<file path="src/verilog/lbtm_pkg.sv">
// Package of constants for the loopback and test-mode recovery block
package lbtm_pkg;
   // ==========================================================
   // Register map (byte addresses)
   localparam logic [7:0]  LBTM_CTRL_OFS   = 8'h00;
   localparam logic [7:0]  LBTM_STAT_OFS   = 8'h04;
   localparam logic [7:0]  LBTM_TREG_OFS   = 8'h08;
   // Control fields
   localparam int          CTRL_LOOP_BIT   = 0;
   localparam int          CTRL_FDX_BIT    = 1;
   localparam int          CTRL_HBT_BIT    = 2;
   localparam logic [2:0]  CTRL_RESET_VAL  = 3'h0;
   // Status fields
   localparam int          STAT_TEST_BIT   = 0;
   localparam int          STAT_FDX_BIT    = 1;
   localparam int          STAT_LOOP_BIT   = 2;
   localparam int          STAT_RST_BIT    = 3;
   localparam int          STAT_RSTSEEN_BIT = 4;
   // Test register
   localparam int          TREG_W          = 8;
   localparam logic [7:0]  TREG_RESET_VAL  = 8'h00;
   // ==========================================================
   // Timing
   localparam int          CLK_HZ          = 25_000_000;
   localparam int          RST_PULSE_NS    = 200;
   localparam int          CLK_NS          = 40;
   localparam int          RST_PULSE_CYC   = (RST_PULSE_NS + CLK_NS - 1) / CLK_NS;
   localparam logic [3:0]  RST_PULSE_CNT   = 4'(RST_PULSE_CYC);
endpackage : lbtm_pkg

</file>
<file path="src/verilog/lbtm_ctrl.sv">
// Loopback, full-duplex and test-mode recovery logic with AHB-Lite registers
`timescale 1ns/1ps
module lbtm_ctrl
   import lbtm_pkg::*;
(
   input  wire logic        hclk,          // Bus and device clock
   input  wire logic        hresetn,       // Async reset, active low
   input  wire logic        hsel,          // Slave select
   input  wire logic [7:0]  haddr,         // Byte address
   input  wire logic [1:0]  htrans,        // Transfer type
   input  wire logic        hwrite,        // Write strobe
   input  wire logic [2:0]  hsize,         // Transfer size
   input  wire logic        hready,        // Bus ready
   input  wire logic [31:0] hwdata,        // Write data
   output logic [31:0]      hrdata,        // Read data
   output logic             hreadyout,     // Slave ready
   output logic             hresp,         // Response, always OKAY
   input  wire logic        tx_data,       // Encoded transmit data
   input  wire logic        tx_clk,        // Transmit clock, sampled
   input  wire logic        transmit_request, // Transmit enable
   input  wire logic        line_data,     // Decoded data from line
   input  wire logic        line_clk,      // Recovered clock from line
   input  wire logic        line_active,   // Valid line activity
   output logic             rx_data_ff,    // Receive data to controller
   output logic             rx_clk_ff,     // Receive clock to controller
   output logic             receive_active,// Receive enable
   output logic             collision_ff,  // Collision indication
   output logic             line_tx_en_ff, // Drive transmitter onto line
   output logic             test_mode_ff,  // Production test mode
   output logic             dev_reset_ff   // Internal reset pulse
);
   typedef enum logic [1:0] {
      LBTM_IDLE = 2'b00,
      LBTM_READ = 2'b01,
      LBTM_WRT  = 2'b10
   } lbtm_bus_t;

   logic [2:0]        ctrl_ff, nxt_ctrl;
   logic [7:0]        addr_ff, nxt_addr;
   lbtm_bus_t         bus_ff, nxt_bus;
   logic [31:0]       nxt_hrdata;
   logic              loop_sel, fdx_sel, hbt_sel;
   logic              fdx_prev_ff, nxt_fdx_prev;
   logic              nxt_test, nxt_devrst;
   logic              rst_seen_ff, nxt_rst_seen;
   logic [3:0]        rcnt_ff, nxt_rcnt;
   logic              nxt_rxd, nxt_rxc, nxt_receive_active, nxt_col, nxt_ltx;
   logic [TREG_W-1:0] treg;
   logic [31:0]       stat_word;

   assign loop_sel = ctrl_ff[CTRL_LOOP_BIT];
   assign fdx_sel  = ctrl_ff[CTRL_FDX_BIT];
   assign hbt_sel  = ctrl_ff[CTRL_HBT_BIT];

   // ==========================================================
   // AHB-Lite slave, zero wait states
   always_comb
   begin
      nxt_bus  = LBTM_IDLE;
      nxt_addr = addr_ff;
      if (hsel && hready && htrans[1])
      begin
         nxt_addr = haddr;
         nxt_bus  = hwrite ? LBTM_WRT : LBTM_READ;
      end
   end

   always_comb
   begin
      stat_word = 32'h0000_0000;
      stat_word[STAT_TEST_BIT]    = test_mode_ff;
      stat_word[STAT_FDX_BIT]     = fdx_sel;
      stat_word[STAT_LOOP_BIT]    = loop_sel;
      stat_word[STAT_RST_BIT]     = dev_reset_ff;
      stat_word[STAT_RSTSEEN_BIT] = rst_seen_ff;
      nxt_hrdata = 32'h0000_0000;
      if (nxt_bus == LBTM_READ)
      begin
         unique case (haddr)
            LBTM_CTRL_OFS: nxt_hrdata = {29'h0000_0000, ctrl_ff};
            LBTM_STAT_OFS: nxt_hrdata = stat_word;
            LBTM_TREG_OFS: nxt_hrdata = {24'h00_0000, treg};
            default:       nxt_hrdata = 32'h0000_0000;
         endcase
      end
   end

   always_comb
   begin
      nxt_ctrl = ctrl_ff;
      if (bus_ff == LBTM_WRT && addr_ff == LBTM_CTRL_OFS)
         nxt_ctrl = hwdata[2:0];
   end

   // ==========================================================
   // Mode decode and recovery sequencing
   always_comb
   begin
      nxt_fdx_prev = fdx_sel;
      nxt_test = loop_sel && fdx_sel;
      nxt_devrst = 1'b0;
      nxt_rcnt = rcnt_ff;
      nxt_rst_seen = rst_seen_ff;
      if (fdx_prev_ff && !fdx_sel && loop_sel && !hbt_sel)
      begin
         nxt_rcnt = RST_PULSE_CNT;
         nxt_rst_seen = 1'b1;
         // Hold test mode in the fall cycle too, else looped traffic slips out
         nxt_test = 1'b1;
      end
      else if (rcnt_ff != 4'h0)
         nxt_rcnt = rcnt_ff - 4'h1;
      if (nxt_rcnt != 4'h0)
         nxt_devrst = 1'b1;
      // stays in test mode after reset until loop drops
      if (rst_seen_ff && loop_sel)
         nxt_test = 1'b1;
      if (!loop_sel)
         nxt_rst_seen = 1'b0;
   end

   // ==========================================================
   // Data path
   always_comb
   begin
      nxt_rxd = 1'b0;
      nxt_rxc = 1'b0;
      nxt_receive_active = 1'b0;
      nxt_col = 1'b0;
      nxt_ltx = 1'b0;
      if (nxt_test)
      begin
         nxt_rxd = 1'b0;
      end
      else if (loop_sel && !fdx_sel)
      begin
         // uses encoded path, line kept quiet
         nxt_rxd  = tx_data;
         nxt_rxc  = tx_clk;
         nxt_receive_active = transmit_request;
      end
      else
      begin
         nxt_rxd  = line_active ? line_data : 1'b0;
         nxt_rxc  = line_active ? line_clk : 1'b0;
         nxt_receive_active = line_active;
         nxt_ltx  = transmit_request;
         nxt_col  = !fdx_sel && transmit_request && line_active;
      end
   end

   always_ff @(posedge hclk or negedge hresetn)
   begin
      if (!hresetn)
      begin
         ctrl_ff       <= CTRL_RESET_VAL;
         addr_ff       <= 8'h00;
         bus_ff        <= LBTM_IDLE;
         hrdata        <= 32'h0000_0000;
         fdx_prev_ff   <= 1'b0;
         test_mode_ff  <= 1'b0;
         dev_reset_ff  <= 1'b0;
         rst_seen_ff   <= 1'b0;
         rcnt_ff       <= 4'h0;
         rx_data_ff    <= 1'b0;
         rx_clk_ff     <= 1'b0;
         receive_active <= 1'b0;
         collision_ff  <= 1'b0;
         line_tx_en_ff <= 1'b0;
      end
      else
      begin
         ctrl_ff       <= nxt_ctrl;
         addr_ff       <= nxt_addr;
         bus_ff        <= nxt_bus;
         hrdata        <= nxt_hrdata;
         fdx_prev_ff   <= nxt_fdx_prev;
         test_mode_ff  <= nxt_test;
         dev_reset_ff  <= nxt_devrst;
         rst_seen_ff   <= nxt_rst_seen;
         rcnt_ff       <= nxt_rcnt;
         rx_data_ff    <= nxt_rxd;
         rx_clk_ff     <= nxt_rxc;
         receive_active <= nxt_receive_active;
         collision_ff  <= nxt_col;
         line_tx_en_ff <= nxt_ltx;
      end
   end

   assign hreadyout = 1'b1;
   assign hresp     = 1'b0;

   lbtm_test_reg u_treg
   (
      .hclk      (hclk),
      .hresetn   (hresetn),
      .test_mode (test_mode_ff),
      .soft_rst  (dev_reset_ff),
      .hbt_in    (hbt_sel),
      .treg_ff   (treg)
   );

   // ==========================================================
   // Checks
   a_test_entry: assert property (@(posedge hclk) disable iff (!hresetn)
      (loop_sel && fdx_sel) |=> test_mode_ff && !line_tx_en_ff && !receive_active)
      else $error("test mode not entered");
   a_loop_path: assert property (@(posedge hclk) disable iff (!hresetn)
      (loop_sel && !fdx_sel && !rst_seen_ff && !($fell(fdx_sel) && !hbt_sel))
         |=> rx_data_ff == $past(tx_data)
         && rx_clk_ff == $past(tx_clk))
      else $error("loopback data mismatch");
   a_loop_quiet: assert property (@(posedge hclk) disable iff (!hresetn)
      (loop_sel && !fdx_sel) |=> !line_tx_en_ff)
      else $error("line driven in loopback");
   a_reset_pulse: assert property (@(posedge hclk) disable iff (!hresetn)
      ($fell(fdx_sel) && loop_sel && !hbt_sel) |=> dev_reset_ff[*5] ##1 !dev_reset_ff)
      else $error("reset pulse wrong length");
   a_reset_test: assert property (@(posedge hclk) disable iff (!hresetn)
      ($fell(fdx_sel) && loop_sel && !hbt_sel) |=> test_mode_ff && dev_reset_ff)
      else $error("test mode dropped at reset");
   a_hold_test: assert property (@(posedge hclk) disable iff (!hresetn)
      (rst_seen_ff && loop_sel) |=> test_mode_ff)
      else $error("test mode left early");
   a_exit_test: assert property (@(posedge hclk) disable iff (!hresetn)
      (!loop_sel) |=> !test_mode_ff)
      else $error("test mode not left");
   a_treg_load: assert property (@(posedge hclk) disable iff (!hresetn)
      (test_mode_ff && !dev_reset_ff) |=> treg[0] == $past(hbt_sel))
      else $error("test register not loaded");
   a_fdx_nocol: assert property (@(posedge hclk) disable iff (!hresetn)
      fdx_sel |=> !collision_ff)
      else $error("collision in full duplex");
   a_line_rx: assert property (@(posedge hclk) disable iff (!hresetn)
      (!loop_sel && !line_active) |=> !receive_active)
      else $error("receive without line activity");
   c_loop: cover property (@(posedge hclk) disable iff (!hresetn)
      loop_sel && !fdx_sel && transmit_request);
   c_reset: cover property (@(posedge hclk) disable iff (!hresetn) $rose(dev_reset_ff));
   c_exit: cover property (@(posedge hclk) disable iff (!hresetn) $fell(test_mode_ff));
endmodule : lbtm_ctrl

</file>
<file path="src/verilog/lbtm_test_reg.sv">
// Internal production test register, loaded while in test mode
`timescale 1ns/1ps
module lbtm_test_reg
   import lbtm_pkg::*;
(
   input  wire logic              hclk,        // Clock
   input  wire logic              hresetn,     // Async reset, active low
   input  wire logic              test_mode,   // Test mode active
   input  wire logic              soft_rst,    // Internal reset pulse
   input  wire logic              hbt_in,      // Heartbeat-test enable level
   output logic [TREG_W-1:0]      treg_ff      // Register contents
);
   logic [TREG_W-1:0] nxt_treg;

   // ==========================================================
   // Shift in the serial level
   always_comb
   begin
      nxt_treg = treg_ff;
      if (soft_rst)
         nxt_treg = TREG_RESET_VAL;
      else if (test_mode)
         nxt_treg = {treg_ff[TREG_W-2:0], hbt_in};
   end

   always_ff @(posedge hclk or negedge hresetn)
   begin
      if (!hresetn)
         treg_ff <= TREG_RESET_VAL;
      else
         treg_ff <= nxt_treg;
   end
endmodule : lbtm_test_reg
</file>
<file path="config.mk">
export PLATFORM = sky130hd
export DESIGN_NAME = lbtm_ctrl
export DESIGN_NICKNAME = d
export VERILOG_FILES = /design/src/verilog/lbtm_pkg.sv /design/src/verilog/lbtm_ctrl.sv /design/src/verilog/lbtm_test_reg.sv
export SDC_FILE = /design/constraint.sdc
export NUM_CORES = 1
export LEC_CHECK = 0
export ABC_AREA = 1
export BUFFER_PORTS_ARGS = -buffer_cell sky130_fd_sc_hd__buf_4
export CORE_MARGIN = 2
export CORE_UTILIZATION = 45
export CTS_BUF_LIST = sky130_fd_sc_hd__clkbuf_16
export CTS_CLUSTER_SIZE = 24
export DETAILED_ROUTE_END_ITERATION = 6
export PLACE_DENSITY = 0.76
export SLEW_MARGIN = 20
export SYNTH_ARGS = -nofsm -noshare
export SYNTH_HDL_FRONTEND = slang
export SYNTH_SLANG_ARGS = --single-unit
</file>
<file path="constraint.sdc">
create_clock -name hclk -period 2.4 [get_ports hclk]
set_input_delay 0.48 -clock hclk [delete_from_list [all_inputs] [get_ports hclk]]
set_output_delay 0.48 -clock hclk [all_outputs]
set_load 0.01 [all_outputs]
</file>
==> metrics.txt <==
status completed; DRT Pass-1 Iters 4; H-Tree Depth 2; total track usage 14.4%; Max Clk Rate 752 MHz; synth top area cells dfrtp_1 (52%), buf_4 (9.6%), nand2_1 (6.8%), nand3_1 (5.4%), inv_1 (4.4%); n_diodes 0; share of the synthesized area in the top cell type roughly 52%; routed via count 1464; largest net degree at the start of global routing 43; RSZ-0062 raised after global routing no; leakage power between 1 and 1.5 nW; share of cells above drive strength 1 a little under a quarter; slew of the pin with the lowest slew margin 505 ps; core area between 0.004 and 0.005 mm2; Detail Route Antenna Nets 0; crit end category output port; crit path buf inv count 1; commonest non-fill, non-tap cell in the layout dfrtp_1; Setup Crit Path Kind flip-flop to output port; Netlist cell types 24; hpwl dp 2500 um; vias in the first global route about 1.3k; Clock transition at path regs approximately 50 ps; Slew headroom between 60% and 70%; max-slew violation count 0; reg2reg end dev_reset_ff$_DFF_PN0_; Reg2Reg Setup Slack around 1100 ps; die area between 0.005 and 0.006 mm2; Site Rows 24; total power about 0.0020 W; Routability Congestion 0.824; critical path peak fanout 4; setup TNS 0 ps; Crit path required time 1920 ps; Critical Path Source Type flip-flop; Sink Count 42; post-route non-filler standard cell count about 320; critical path's top delay family flip-flops; Slowest-stage cell, CP dfrtp_1; Routed Wire Length ~3300 um; final core occ ~55%; most frequent cells in the layout dfrtp_1 (42), nand2_1 (37), buf_4 (37); Ports 97; Min Hold Slack between 150 and 200 ps; Initial Utilization between 40% and 50%; CTS root buffer clkbuf_16; count of hold-fix buffers inserted at cts 0; cell taking the most area after synthesis dfrtp_1; PD cells ~820 mW/mm2; Reg2Reg Depth 8; CTS buffer count 5; Final setup viols 0; Synth Cell Area a little over 0.002 mm2; post-route minimum period ~1300 ps; die width a little over 70 um; I/O Buffers 37; post-route DRC violation count 0; placed cell count just over 300; Synth Instances approximately 230; Clock Skews approximately 3 ps; grt ovf 0; sequential element share of the synthesized area between 50% and 60%; #FFs+latches synth 42; initial drt markers ~120; TritonCTS clock tree built; area delta synth->final 17.1%; syn avg cell area approximately 8.9 um2; WL/cell roughly 10 um; antenna violations before repair 0; Worst VDD drop 0.441 mV; final hold vios 0; worst min path class input port to asynchronous set/reset pin; CTS resizes 0; Die H approximately 70 um; postcts setup bufs 0; yosys synthesis warning count 0; max_cap viols 0; first-pass GRT wire length approximately 5600 um; Worst R2R Start rcnt_ff[0]$_DFF_PN0_; CTS max path bufs 2; Critical Path AT 850 ps; CP max stage delay between 400 and 500 ps; worst path cell trace buf_4; final net count approximately 320; crit share post-route 55.4%; routed vias/inst 4.60; clock latency on the worst-skew pair 280 ps
## cells by family (layout without fill, tap and decap cells)
logic type / count (synthesis) / after routing / synth area share [%]
AO/OA/AOI/OAI: 22 / 22 / 6.10
other: 2 / 26 / 0.370
AND/OR/NAND/NOR: 101 / 101 / 24.8
adder cells (fa/ha/maj): 1 / 1 / 0.616
flip-flops: 42 / 42 / 51.8
buffers and inverters: 60 / 74 / 16.3
## worst max path at each step
stage | startpoint | slack (ps) | depth (start not counted) | end
after floorplan | rcnt_ff[0]$_DFF_PN0_ | 1250 | 8 | dev_reset_ff$_DFF_PN0_
after global placement | haddr[6] | 910 | 8 | hrdata[1]$_DFF_PN0_
after detailed placement | haddr[6] | 880 | 8 | hrdata[0]$_DFF_PN0_
after CTS | dev_reset_ff$_DFF_PN0_ | 1070 | 1 | dev_reset_ff
after global routing | rcnt_ff[0]$_DFF_PN0_ | 960 | 8 | dev_reset_ff$_DFF_PN0_
final | dev_reset_ff$_DFF_PN0_ | 1070 | 1 | dev_reset_ff
## cell usage after synthesis
library cell and n:
nor2_1 24, o21ai_1 1, nand3_2 2, buf_6 1, dfrtp_1 42, nand3_1 22, inv_1 24, conb_1 2
or2_2 1, clkbuf_1 2, buf_4 26, nand2_1 37, a21oi_1 2, nand2_2 5, o211ai_1 1, buf_2 1
inv_2 6, nor3b_2 2, nor3_1 3, o22ai_1 9, o21ai_0 9, nor2_4 4, nand4_4 1, ha_1 1
## per-layer routing
metal / GRT usage (%) / wire length (um) / up-vias
met3: 5.27 / 226 / 4
met1: 17.3 / 1450 / 673
li1: - / - / 748
met4: 6.08 / 58 / 0
met5: 0 / 0 / -
met2: 23.3 / 1600 / 39
## layout make-up
type / instances / area [um2]
clock buffers: 5 / 125
clock inverters: 2 / 7.51
fillers: 393 / 1980
inverters: 30 / 113
multi-input cells: 150 / 737
flip-flops and latches: 42 / 1050
well taps: 52 / 65.1
repair buffers: 37 / 278
## power breakdown
group          leakage (nW)  internal, W  switching (W)
Sequential            0.539     0.000822      0.0000816
Clock                0.0723     0.000371       0.000234
Combinational         0.627     0.000170       0.000273
## worst register-to-register path, cell delays in order, from the launching register on
cell and delay [ps]:
dfrtp_1 340, inv_1 70, ha_1 220, nand3_1 150
inv_1 70, nand2_1 60, nand3_1 80, nor2_1 130
nand2_1 70
## state kept, by name (all words and copies together), names as in the netlist
signal / cells
rx_clk_ff: 1
u_treg.treg_ff: 8
rcnt_ff: 4
dev_reset_ff: 1
bus_ff: 2
hrdata: 8
ctrl_ff: 3
collision_ff: 1
test_mode_ff: 1
line_tx_en_ff: 1
rst_seen_ff: 1
receive_active: 1
addr_ff: 8
fdx_prev_ff: 1
rx_data_ff: 1
## through the flow
step,instance area (um2),worst slack (ps)
finish,2380,1070
floorplan,2120,1250
detailed placement,2240,883
global placement,2240,912
global route,2380,963
CTS,2380,1070
Note: power is estimated with default switching activity, not from simulation.
